## config.mk

```make
export PLATFORM = sky130hd
export DESIGN_NAME = drc_retry_ctrl
export DESIGN_NICKNAME = d
export VERILOG_FILES = /design/src/logic/drc_pkg.sv /design/src/logic/drc_sample_if.sv /design/src/logic/drc_retry_sampler.sv /design/src/logic/drc_retry_ctrl.sv
export VERILOG_INCLUDE_DIRS = /design/src /design/src/logic
export SDC_FILE = /design/constraint.sdc
export NUM_CORES = 1
export LEC_CHECK = 0
export ABC_AREA = 1
export BUFFER_PORTS_ARGS = -buffer_cell sky130_fd_sc_hd__buf_4
export CORE_AREA = 2 2 39 41
export DETAILED_ROUTE_END_ITERATION = 16
export DIE_AREA = 0 0 41 43
export PLACE_DENSITY_LB_ADDON = 0.25
export SYNTH_ARGS = -nofsm -noshare
export SYNTH_HDL_FRONTEND = slang
export SYNTH_HIERARCHICAL = 1
export SYNTH_SLANG_ARGS = --single-unit
```

## constraint.sdc

```tcl
create_clock -name clk -period 0.9 [get_ports clk]
set_input_delay 0.135 -clock clk [delete_from_list [all_inputs] [get_ports clk]]
set_output_delay 0.135 -clock clk [all_outputs]
set_load 0.01 [all_outputs]
```

## src/logic/drc_consts.svh

```systemverilog
// drc_consts.svh: constants for the dma bus retry control block
// assumes inclusion by bare name from logic/
`ifndef DRC_CONSTS_SVH
`define DRC_CONSTS_SVH

// configuration bit positions
`define DRC_BIT_SYNC_BUS      10
`define DRC_BIT_LATCH_SELECT  13
`define DRC_BIT_ASYNC_RETRY   15
// reset values
`define DRC_RST_FLAG          1'b0
`define DRC_RST_STATE         2'h0
`define DRC_RST_ALLOW         1'b1
`define DRC_RST_REATT         1'b0
`define DRC_RST_IDLE          1'b0

`endif

```

## src/logic/drc_pkg.sv

```systemverilog
// drc_pkg.sv: types for the dma bus retry control block
// assumes drc_consts.svh sits beside it
package drc_pkg;
    // master retry sequencing states
    typedef enum logic [1:0] {
        DRC_RUN   = 2'h0,
        DRC_DRAIN = 2'h1,
        DRC_OFF   = 2'h2,
        DRC_RESUME = 2'h3
    } drc_state_t;
endpackage : drc_pkg

```

## src/logic/drc_sample_if.sv

```systemverilog
// drc_sample_if.sv: carries sampled retry between sampler and control
// assumes both ends share clk
`timescale 1ns/1ps
interface drc_sample_if;
    logic retry_sampled;
    modport src (output retry_sampled);
    modport dst (input  retry_sampled);
endinterface : drc_sample_if

```

## src/logic/drc_retry_sampler.sv

```systemverilog
// drc_retry_sampler.sv: picks rising or falling edge capture of retry
// assumes clk is the bus clock, rstn synchronous active low
`timescale 1ns/1ps
module drc_retry_sampler (
    // clock and reset
    input  wire logic  clk,
    input  wire logic  rstn,
    // retry pin and mode
    input  wire logic  bus_retry_input,
    input  wire logic  use_falling,
    // sampled result
    drc_sample_if.src  smp
);
    logic rise_q;
    logic rise_d;
    logic fall_q;
    logic fall_d;

    // next values of both capture stages
    always_comb begin
        rise_d = bus_retry_input;
        fall_d = bus_retry_input;
    end

    // rising edge capture
    always_ff @(posedge clk) begin
        if (!rstn) rise_q <= 1'b0;
        else rise_q <= rise_d;
    end

    // falling edge capture, seen by rising logic half a cycle later
    always_ff @(negedge clk) begin
        if (!rstn) fall_q <= 1'b0;
        else fall_q <= fall_d;
    end

    assign smp.retry_sampled = use_falling ? fall_q : rise_q;
endmodule : drc_retry_sampler

```

## src/logic/drc_retry_ctrl.sv

```systemverilog
// drc_retry_ctrl.sv: bus retry handling of a dma bus master
// assumes dma engine gives op boundaries, retry pin is bus-synchronous
// Function
// - falling-edge retry capture when async option on
// - async capture only in asynchronous bus mode without extended bus select
// - bit 13 selects latched or unlatched retry
// - unlatched: finish current operation, release bus
// - unlatched: reattempt once retry deasserts
// - latched: reattempt after deassert and flag cleared
`timescale 1ns/1ps
`include "drc_consts.svh"
module drc_retry_ctrl #(
    // width of the configuration word that carries the mode bits
    parameter int CFG_W = 16
) (
    // clock and reset
    input  wire logic             clk,
    input  wire logic             rstn,
    // configuration
    input  wire logic [CFG_W-1:0] config_word,
    input  wire logic             extended_bus_select,
    // bus retry pin
    input  wire logic             bus_retry_input,
    // dma engine side
    input  wire logic             dma_request,
    input  wire logic             dma_op_done,
    // status flag clear from software
    input  wire logic             retry_flag_clear,
    // outputs
    output logic                  bus_grant_allow,
    output logic                  dma_reattempt,
    output logic                  retry_status_flag,
    output logic                  bus_idle
);

    ////////////////////////////////////////////////////////////////////////
    // elaboration checks on the parameter set

    // every mode bit must sit inside the configuration word
    if (CFG_W <= `DRC_BIT_ASYNC_RETRY) begin : g_bad_width_async
        $error("config word too narrow for async retry bit");
    end
    if (CFG_W <= `DRC_BIT_LATCH_SELECT) begin : g_bad_width_latch
        $error("config word too narrow for latch select bit");
    end
    if (CFG_W <= `DRC_BIT_SYNC_BUS) begin : g_bad_width_sync
        $error("config word too narrow for bus mode bit");
    end
    // the three mode bits must be distinct positions
    if (`DRC_BIT_ASYNC_RETRY == `DRC_BIT_LATCH_SELECT ||
        `DRC_BIT_ASYNC_RETRY == `DRC_BIT_SYNC_BUS ||
        `DRC_BIT_LATCH_SELECT == `DRC_BIT_SYNC_BUS) begin : g_bad_bits
        $error("mode bits overlap in the config word");
    end

    ////////////////////////////////////////////////////////////////////////
    // decoded mode bits
    logic                 async_opt;
    logic                 sync_bus;
    logic                 latch_sel;
    logic                 use_falling;
    // sampled retry and its qualified forms
    logic                 retry_now;
    logic                 retry_taken;
    logic                 resume_ok;
    // sequencing state
    drc_pkg::drc_state_t  state_q;
    drc_pkg::drc_state_t  state_d;
    // sticky status flag
    logic                 flag_q;
    logic                 flag_d;
    // registered outputs
    logic                 allow_q;
    logic                 allow_d;
    logic                 reatt_q;
    logic                 reatt_d;
    logic                 idle_q;
    logic                 idle_d;

    // carrier between sampler and sequencer
    drc_sample_if smp_if ();

    ////////////////////////////////////////////////////////////////////////
    // configuration decode
    assign async_opt = config_word[`DRC_BIT_ASYNC_RETRY];
    assign sync_bus  = config_word[`DRC_BIT_SYNC_BUS];
    assign latch_sel = config_word[`DRC_BIT_LATCH_SELECT];
    // falling capture only async option, async bus, no extended bus
    assign use_falling = async_opt && !sync_bus && !extended_bus_select;

    // edge choice lives in the sampler, sequencer sees one bit
    drc_retry_sampler u_sampler (
        .clk             (clk),
        .rstn            (rstn),
        .bus_retry_input (bus_retry_input),
        .use_falling     (use_falling),
        .smp             (smp_if.src)
    );
    assign retry_now = smp_if.retry_sampled;

    ////////////////////////////////////////////////////////////////////////
    // retry qualification

    // retry only counts while the engine owns the bus in run state
    assign retry_taken = retry_now && dma_request &&
                         (state_q == drc_pkg::DRC_RUN);
    // way back needs retry low and, when latched, a clear flag
    always_comb begin
        resume_ok = 1'b0;
        if (!retry_now) begin
            if (!latch_sel) begin
                resume_ok = 1'b1;
            end else begin
                resume_ok = !flag_q || retry_flag_clear;
            end
        end
    end

    ////////////////////////////////////////////////////////////////////////
    // sticky retry status flag

    // set wins over a clear in the same cycle, so no retry is lost
    always_comb begin
        flag_d = flag_q;
        if (retry_flag_clear) begin
            flag_d = 1'b0;
        end
        if (retry_taken) begin
            flag_d = 1'b1;
        end
    end

    // register the flag
    always_ff @(posedge clk) begin
        if (!rstn) begin
            flag_q <= `DRC_RST_FLAG;
        end else begin
            flag_q <= flag_d;
        end
    end

    ////////////////////////////////////////////////////////////////////////
    // retry sequencing

    // next sequencing state
    always_comb begin
        state_d = state_q;
        case (state_q)
            drc_pkg::DRC_RUN: begin
                // op ending in the retry cycle skips the drain
                if (retry_taken) begin
                    if (dma_op_done) begin
                        state_d = drc_pkg::DRC_OFF;
                    end else begin
                        state_d = drc_pkg::DRC_DRAIN;
                    end
                end
            end
            drc_pkg::DRC_DRAIN: begin
                // let the current operation finish first
                if (dma_op_done) begin
                    state_d = drc_pkg::DRC_OFF;
                end
            end
            drc_pkg::DRC_OFF: begin
                // off the bus; latched mode also waits for software
                if (resume_ok) begin
                    state_d = drc_pkg::DRC_RESUME;
                end
            end
            drc_pkg::DRC_RESUME: begin
                // one cycle to flag the reattempt, then run again
                state_d = drc_pkg::DRC_RUN;
            end
            default: begin
                state_d = drc_pkg::DRC_RUN;
            end
        endcase
    end

    // register the state
    always_ff @(posedge clk) begin
        if (!rstn) begin
            state_q <= drc_pkg::drc_state_t'(`DRC_RST_STATE);
        end else begin
            state_q <= state_d;
        end
    end

    ////////////////////////////////////////////////////////////////////////
    // registered outputs

    // allow and idle decoded from the next state so they track the state flops; reattempt from the current state
    always_comb begin
        allow_d = (state_d == drc_pkg::DRC_RUN) ||
                  (state_d == drc_pkg::DRC_DRAIN);
        idle_d  = (state_d == drc_pkg::DRC_OFF);
        reatt_d = (state_q == drc_pkg::DRC_RESUME);
    end

    // register the outputs
    always_ff @(posedge clk) begin
        if (!rstn) begin
            allow_q <= `DRC_RST_ALLOW;
            reatt_q <= `DRC_RST_REATT;
            idle_q  <= `DRC_RST_IDLE;
        end else begin
            allow_q <= allow_d;
            reatt_q <= reatt_d;
            idle_q  <= idle_d;
        end
    end

    // outputs straight from flops
    assign bus_grant_allow   = allow_q;
    assign dma_reattempt     = reatt_q;
    assign retry_status_flag = flag_q;
    assign bus_idle          = idle_q;
endmodule : drc_retry_ctrl

```

# After elaboration in Yosys (flattened, before gate mapping)
# Index checks and enable logic that the tools add are counted.
# word_totals
elab_cells,35
inputBits,23
reg_bits,8
out_inout_bits,4
# classes
n_reduce_logical,12
eq_ne,5
mux,11
# ops
op,count
2-to-1 mux 2 bit,4
case mux 2 bit (4 select lines),1
"== test 2 bit, second input constant",3
2-to-1 mux 1 bit,6
"== test 2 x 1 -> 1 bit, second input constant",2
logical AND 1 bit,4
logical NOT 2 bit,2
logical NOT 1 bit,3
logical OR 1 bit,2
nonzero test 2 bit,1

# Logic depth before layout (Yosys ltp)
# Gate-level depths: netlist (run 1).
# logic_depth
word_depth,10
depth_mapped,10
ltp_nobuf,10

# Cells and area by module
# Netlist (run 1), hierarchy kept.
# modules_own_cells
mod,cells_per_inst,n_inst,area_each_um2
drc_retry_ctrl,34,1,254.0
drc_retry_sampler,9,1,66.3

==> results of run 1 <==
## cell type report
cell class,instances,area [µm²]
Tap cell,16,20.0
Inverter,10,37.5
Fill cell,161,896
Timing Repair Buffer,14,105
Multi-Input combinational cell,24,135
Clock buffer,4,26.3
Sequential cell,8,160
Clock inverter,1,3.75
## critical path: stages (launching register included)
cell and delay (ns):
dfxtp_1 0.28, nand2_1 0.06, nand2_2 0.06, nand2_2 0.07, inv_2 0.04, nand3_2 0.05, nand3_2 0.07, nand2_1 0.08
inv_1 0.04
## placed cells by master, fill, tap and decap left out
cell / Yosys / final
nor2_1: 3 / 2
nand2_2: 1 / 3
nand3_2: 1 / 2
clkbuf_4: 0 / 3
buf_4: 0 / 14
inv_1: 10 / 9
clkbuf_1: 0 / 1
dfxtp_1: 8 / 8
nand2_1: 12 / 10
nand4_2: 1 / 1
nor3b_1: 1 / 1
nand3_1: 3 / 2
nor2_2: 1 / 2
inv_2: 1 / 2
a21oi_2: 0 / 1
## synthesized netlist by cell type
cell	instances
inv_2	1
nand3_2	1
dfxtp_1	8
nor2_2	1
nand2_2	1
nand2_1	12
nand4_2	1
nor2_1	3
a21oi_1	1
nand3_1	3
inv_1	10
nor3b_1	1
## worst max path at each step
stage	depth (start not counted)	slack (ns)	start	endpoint
finish	8	-0.46	u_sampler/fall_q	state_q[0]
global placement	6	-0.45	u_sampler/fall_q	bus_idle
detailed placement	6	-0.43	u_sampler/fall_q	bus_idle
floorplan	8	-0.35	u_sampler/fall_q	state_q[0]
global route	8	-0.55	u_sampler/fall_q	state_q[0]
CTS	6	-0.46	u_sampler/fall_q	bus_idle
## power breakdown
part / switching [mW] / internal (mW) / total, mW
registers: 0.00958 / 0.371 / 0.381
logic: 0.0492 / 0.0555 / 0.105
clock network: 0.127 / 0.175 / 0.302
## flip-flops by register name, indices dropped and copies added (netlist names)
signal,count
retry_status_flag,1
dma_reattempt,1
bus_grant_allow,1
bus_idle,1
u_sampler/rise_q,1
state_q,2
u_sampler/fall_q,1
## per-layer routing
layer,share of wire,track usage,up-vias
li1,-,-,162
met5,0,0,-
met2,0.47,0.125,11
met4,0,0.0600,0
met3,0.093,0.0471,0
met1,0.43,0.0945,132
## kinds of logic (layout without fill, tap and decap cells)
kind of cell	after synthesis	after routing
compound gates	1	1
buf+inv	11	29
flops	8	8
simple gates	23	23
## repair_timing
action | 4_1_cts | 5_1_grt
endpoints found under the setup margin | 5 | 5
pin swaps | 3 | 2
buffers inserted | 0 | 0
resized for setup | 4 | 2
==> results.cfg, run 1 <==
[clocking]
cts.reportedPaths.clkPinSlew_ns = 0.06
holdBufCountCts = 0
h-tree-depth = 1
clk_path_buf_depth = 2
insertion_delay_ns = 0.30
clock_sinks = 8
tritoncts = done
cts_made_buffers = 3
cts_root_buf = clkbuf_4

[timing]
finalSetupTns_ns = -2.05
grt_setup_unrepaired = true
setup-violations-final = 5
finClkSkew_ns = 0.0537
hold_violations = 0
final.setup.worst_slack_ns = -0.459
tightest_slew_ns = 0.228
timing.hold.ws_ns = 0.0821
max_slew_margin = 0.847
slew_viol_final = 0

[pwr]
p_leak_nw = 0.262
max-vdd-ir-drop_mv = 0.533
p_total_mw = 0.788
power_density_mw_per_mm2 = 1610

[global_routing]
grt_pass1_wl_um = 979
grt_util_all_layers = 0.0877
antenna_found_initial = 0
grt_max_degree = 6
overflow = 0
grt_pass1_vias = 266

[placed_design]
hpwl_um = 480
placed_area_um2 = 445
dp_cells = 73
dp_slack_ns = -0.432
gp_congestion = 0.732
port_buffers = 13

[synthesis]
synth_xor_area_frac = 0
ys_seq_area_frac = 0.500
yosys-top-cells-area = dfxtp_1, nand2_1, inv_1
synth-seq-cells = 8
synth_top_area_cell = dfxtp_1
synth_top_family_by_area = simple AND/OR/NAND/NOR gates
avgSynthCellArea_um2 = 7.45
yosys_warnings = 6
synth_area_um2 = 320
synthAdderAreaFrac = 0
syn_inst = 43
synth_compound_area_frac = 0.0156
ys_types = 12
synthMuxAreaShare = 0
synth_top_area_share = 0.500
synth_nets = 66
synthSimpleGateAreaFrac = 0.355

[drt]
first_iter_violations = 2
firstDrtPassIters = 2
drc = 0
ant_nets = 0
viasPerCell = 3.96
wirelength_um = 645
vias = 305
drt-wirelength-per-cell_um = 8.38

[worst_setup_path]
path_max_fanout = 2
cp-end-kind = flop
r2r-start = u_sampler/fall_q
arrival_ns = 1.51
required_ns = 1.05
rr_endpoint = state_q[0]
critPathLaunchType = flop
r2r_slack_ns = -0.46
r2r_cells = 8
crit_type = reg -> reg

[floorplanning]
die_x_um = 41
die_h_um = 43
die-area_mm2 = 0.00176
pin_count = 27
fp.coreArea_mm2 = 0.00138
start_util = 0.231
row_count = 14

[finish]
area_growth_pct = 52.3
fin_cells = 77
nets = 85
drive_gt1_frac = 0.459
final_util = 0.353
diodes = 0
finish.instance_area_um2 = 488

[min_path]
worstHoldPathCells = 3
hold_class = in -> reg
min_to = u_sampler/rise_q
hold_start = bus_retry_input

[job]
max-cap-violations = 0

[run_status]
status = finished, violations left
violations = setup timing
No activity file was read; power rests on OpenSTA's default activity.
==> run 2, diff against run 1 <==
==> constraint.sdc (replaced) <==
create_clock -name clk -period 1.57 [get_ports clk]
set_input_delay 0.2355 -clock clk [delete_from_list [all_inputs] [get_ports clk]]
set_output_delay 0.2355 -clock clk [all_outputs]
set_load 0.01 [all_outputs]
==> run 2 against run 1 <==
  * The run still ends with setup timing left
  * Clock-buffer cell count did not move
  * Setup slack better by 0.36 ns
  * Combinational power decreased by 42%
  * First-iteration DRC count rose to 2.5 times the previous value
  * Global-route usage down 1.3 points
  * Worst hold slack improved by 0.11 ns
  * Core utilization down 0.18 points
  * Register-to-register slack gained 0.36 ns
  * Critical path depth unchanged
  * Via count down 0.66%
  * Sequential power is 43% lower
  * Highest routed layer unchanged
==> results.cfg, run 2 (same netlist as run 1, synthesis figures left out) <==
[placed_design]
hpwl_um = 487
placed_area_um2 = 438
gp_congestion = 0.703
port_buffers = 13

[pwr]
max-vdd-ir-drop_mv = 0.584
power_density_mw_per_mm2 = 926
p_total_mw = 0.449
p_leak_nw = 0.259

[drt]
drc = 0
first_iter_violations = 5
firstDrtPassIters = 2
drt-wirelength-per-cell_um = 7.80
ant_nets = 0
wirelength_um = 593
viasPerCell = 3.99
top_layer_used = met3
met1_length_um = 236
vias = 303
met3_length_um = 89
wl_met2_um = 268

[worst_setup_path]
crit_path_cell_trace = nand2_1 > nand2_2 > nand2_2 > inv_2 > nand3_2 > nand3_2 > nand2_1 > inv_1
critPathBufInv = 2
cp_slowest_stage_delay_ns = 0.28
arrival_ns = 1.83
cp-end-kind = flop
critPathLaunchType = flop
critical-path-top-delay-family = simple AND/OR/NAND/NOR gates
path_max_fanout = 2
required_ns = 1.72
crit_slowest_cell = dfxtp_1
crit_type = reg -> reg

[clocking]
holdBufCountCts = 0
h-tree-depth = 1
cts.reportedPaths.clkPinSlew_ns = 0.06
insertion_delay_ns = 0.30
cts_root_buf = clkbuf_4
cts_made_buffers = 3
clock_sinks = 8
clk_path_buf_depth = 2
tritoncts = done
postCtsSetupBuffers = 0

[timing]
finalSetupTns_ns = -0.330
finClkSkew_ns = 0.0539
tightest_slew_ns = 0.249
final.setup.worst_slack_ns = -0.103
hold_violations = 0
grt_setup_unrepaired = true
slew_viol_final = 0
setup-violations-final = 5
max_slew_margin = 0.834

[floorplanning]
start_util = 0.231
die-area_mm2 = 0.00176
die_x_um = 41
die_h_um = 43
fp.coreArea_mm2 = 0.00138
pin_count = 27
row_count = 14

[finish]
final_cell_mix = buf_4, inv_1, nand2_1, dfxtp_1, nand2_2
largest_register = state_q
final_util = 0.351
finish.instance_area_um2 = 485
nets = 84
area_growth_pct = 51.6
final_common_cell = buf_4
diodes = 0
largest_reg_flops = 2
drive_gt1_frac = 0.433
fill_cells = 159

[global_routing]
grt_pass1_wl_um = 883
grt_max_degree = 6
grt_pass1_vias = 247
grt_util_all_layers = 0.0746
overflow = 0
antenna_found_initial = 0

[min_path]
hold_class = in -> reg

[run_status]
violations = setup timing
status = finished, violations left

[job]
max-cap-violations = 0
-- run 2: cell types whose count changed in the layout (fill, tap and decap cells not counted) --
cell,delta
a21oi_2,-1
buf_4,-1
nor2_1,+1
nor2_2,-1
a21oi_1,+1
nand2_1,-1
nand4_4,+1
nand4_2,-1
nand2_2,+1
-- run 2: layout make-up --
| type | instances | area (µm²) | share of cell area |
|---|---|---|---|
| timing repair buffer | 13 | 97.6 | 0.201 |
| inverter | 10 | 37.5 | 0.0773 |
| multi-input combinational | 24 | 140 | 0.289 |
| clock buffer | 4 | 26.3 | 0.0541 |
| tap | 16 | 20.0 | 0.0412 |
| clock inverter | 1 | 3.75 | 0.00773 |
| sequential | 8 | 160 | 0.330 |
-- run 2: timing repair --
action / CTS / global route
endpoints found under the setup margin: 5 / 5
gates resized for setup: 5 / 1
gates cloned: 0 / 0
pin swaps: 3 / 1
-- run 2: path summary, 6_finish.rpt --
path                          start                 to  slack (ns)  depth (start not counted)
setup reg to reg   u_sampler/fall_q         state_q[0]       -0.10                          8
hold / removal      bus_retry_input   u_sampler/rise_q        0.19                          3
hold reg to reg   retry_status_flag  retry_status_flag        0.49                          2
setup / recovery   u_sampler/fall_q         state_q[0]       -0.10                          8
-- run 2: tightest hold or removal path, cell delays in order --
cell and delay [ns]:
buf_4 0.08, nand2_1 0.04, inv_1 0.05
-- run 2: stage by stage --
stage | hold slack, ns | cells | worst slack [ns]
2_1_floorplan | 0.333 | 43 | -0.0193
3_3_place_gp | 0.445 | 72 | -0.0952
3_5_place_dp | 0.439 | 72 | -0.0965
4_1_cts | 0.189 | 76 | -0.112
5_1_grt | 0.209 | 76 | -0.185
6_report | 0.190 | 76 | -0.103
-- run 2: report_power, final --
group | internal, mW | leakage, nW | switching, mW | total (mW)
logic | 0.0313 | 0.173 | 0.0292 | 0.0604
registers | 0.213 | 0.0654 | 0.00506 | 0.218
clock network | 0.100 | 0.0203 | 0.0707 | 0.171
-- run 2: layer usage --
metal	up-vias	global-route usage
li1	160	-
met1	130	0.0814
met2	13	0.113
met3	0	0.0681
met4	0	0
met5	-	0
==> run 3, diff against run 2 <==
--- a/config.mk
+++ b/config.mk
@@ -9,6 +9,7 @@
 export ABC_AREA = 1
 export BUFFER_PORTS_ARGS = -buffer_cell sky130_fd_sc_hd__buf_4
 export CORE_AREA = 2 2 39 41
+export CTS_BUF_LIST = sky130_fd_sc_hd__clkbuf_8
 export DETAILED_ROUTE_END_ITERATION = 16
 export DIE_AREA = 0 0 41 43
 export PLACE_DENSITY_LB_ADDON = 0.25
==> run 3 against run 2 <==
  * The flow still finishes with violations (setup timing)
  * Core utilization increased by 1.4 points
  * Worst hold slack gained 0.025 ns
  * Clock-buffer cell count shrank 1
  * Cell count did not move
  * Setup slack got worse by 0.0082 ns
  * Clock power grew 47%
  * Via count shrank 0.66%
  * Register-to-register slack barely moved
  * Critical path depth unchanged
  * Critical path type unchanged
==> results.cfg, run 3 (same netlist as run 1, synthesis figures left out) <==
[run_status]
status = finished, violations left
violations = setup timing

[worst_setup_path]
crit_type = reg -> reg
path_max_fanout = 2
r2r_cells = 8
rr_endpoint = state_q[0]
cp-end-kind = flop
r2r_slack_ns = -0.11
critPathLaunchType = flop
arrival_ns = 1.80
r2r-start = u_sampler/fall_q
required_ns = 1.69

[finish]
largest_reg_flops = 2
final_common_cell = buf_4
diodes = 0
fin_cells = 76
finish.instance_area_um2 = 504
final_cell_mix = buf_4, inv_1, nand2_1, dfxtp_1, nand2_2
largest_register = state_q
final_util = 0.364
area_growth_pct = 57.4
drive_gt1_frac = 0.433
nets = 84

[clocking]
insertion_delay_ns = 0.28
h-tree-depth = 1
postCtsSetupBuffers = 0
cts.reportedPaths.clkPinSlew_ns = 0.04
cts_root_buf = clkbuf_8
clock_sinks = 8
clk_path_buf_depth = 2
cts_made_buffers = 3
tritoncts = done

[timing]
max_slew_margin = 0.831
timing.hold.ws_ns = 0.216
setup-violations-final = 5
slew_viol_final = 0
hold_violations = 0
grt_setup_unrepaired = true
tightest_slew_ns = 0.254
finalSetupTns_ns = -0.374
finClkSkew_ns = 0.0633
final.setup.worst_slack_ns = -0.111

[min_path]
hold_start = bus_retry_input
hold_class = in -> reg
worstHoldPathCells = 3
min_to = u_sampler/rise_q

[global_routing]
overflow = 0
grt_max_degree = 6
antenna_found_initial = 0
grt_pass1_wl_um = 883
grt_pass1_vias = 247
grt_util_all_layers = 0.0746

[floorplanning]
die_h_um = 43
row_count = 14
die-area_mm2 = 0.00176
die_x_um = 41
pin_count = 27
start_util = 0.231
fp.coreArea_mm2 = 0.00138

[placed_design]
port_buffers = 13
hpwl_um = 487
gp_congestion = 0.703
dp_slack_ns = -0.0965
dp_cells = 72
placed_area_um2 = 438

[drt]
firstDrtPassIters = 2
drt-wirelength-per-cell_um = 7.86
wirelength_um = 597
first_iter_violations = 1
vias = 301
viasPerCell = 3.96
ant_nets = 0
drc = 0

[pwr]
power_density_mw_per_mm2 = 1050
p_total_mw = 0.531
max-vdd-ir-drop_mv = 0.748
p_leak_nw = 0.271

[job]
max-cap-violations = 0
-- run 3: cell types whose count changed in the layout (fill, tap and decap cells not counted), sizes merged --
cell	before	now
inv	11	12
clkbuf	4	3
-- run 3: timing repair --
| action | CTS | global route |
|---|---|---|
| pin swaps | 3 | 2 |
| endpoints found under the setup margin | 5 | 5 |
| hold buffers | 0 | 0 |
| gates resized for setup | 5 | 1 |
| endpoints found under the hold margin | 0 | 0 |
| cloned | 0 | 0 |
-- run 3: cell type report --
class | instances | area (µm²)
tap | 16 | 20.0
sequential | 8 | 160
clock inverter | 2 | 7.51
fill | 155 | 880
clock buffer | 3 | 41.3
multi-input combinational | 24 | 140
timing repair buffer | 13 | 97.6
inverter | 10 | 37.5
-- run 3: worst max path at each step --
stage / from / end / slack [ns] / depth (start not counted)
final: u_sampler/fall_q / state_q[0] / -0.11 / 8
after global routing: u_sampler/fall_q / bus_idle / -0.19 / 6
after CTS: u_sampler/fall_q / state_q[0] / -0.13 / 8
after detailed placement: u_sampler/fall_q / state_q[0] / -0.1 / 8
after global placement: u_sampler/fall_q / state_q[0] / -0.1 / 8
after floorplan: u_sampler/fall_q / state_q[0] / -0.02 / 8
-- run 3: metal layers --
metal / share of wire / routed length (µm) / up-vias / track usage
met5: 0 / 0 / - / 0
met4: 0 / 0 / 0 / 0
met3: 0.15 / 89 / 0 / 0.0681
met2: 0.44 / 265 / 13 / 0.113
met1: 0.41 / 242 / 129 / 0.0814
li1: - / - / 159 / -
-- run 3: worst max-delay path, cell delays in order (launching register included) --
cell and delay, ns:
dfxtp_1 0.28, nand2_1 0.06, nand2_2 0.06, nand2_2 0.08, inv_2 0.04, nand3_2 0.06
nand3_2 0.07, nand2_1 0.06, inv_1 0.03
-- run 3: power breakdown --
part	total [mW]	internal, mW	switching (mW)
clock network	0.252	0.172	0.0795
logic	0.0603	0.0312	0.0291
registers	0.219	0.214	0.00506
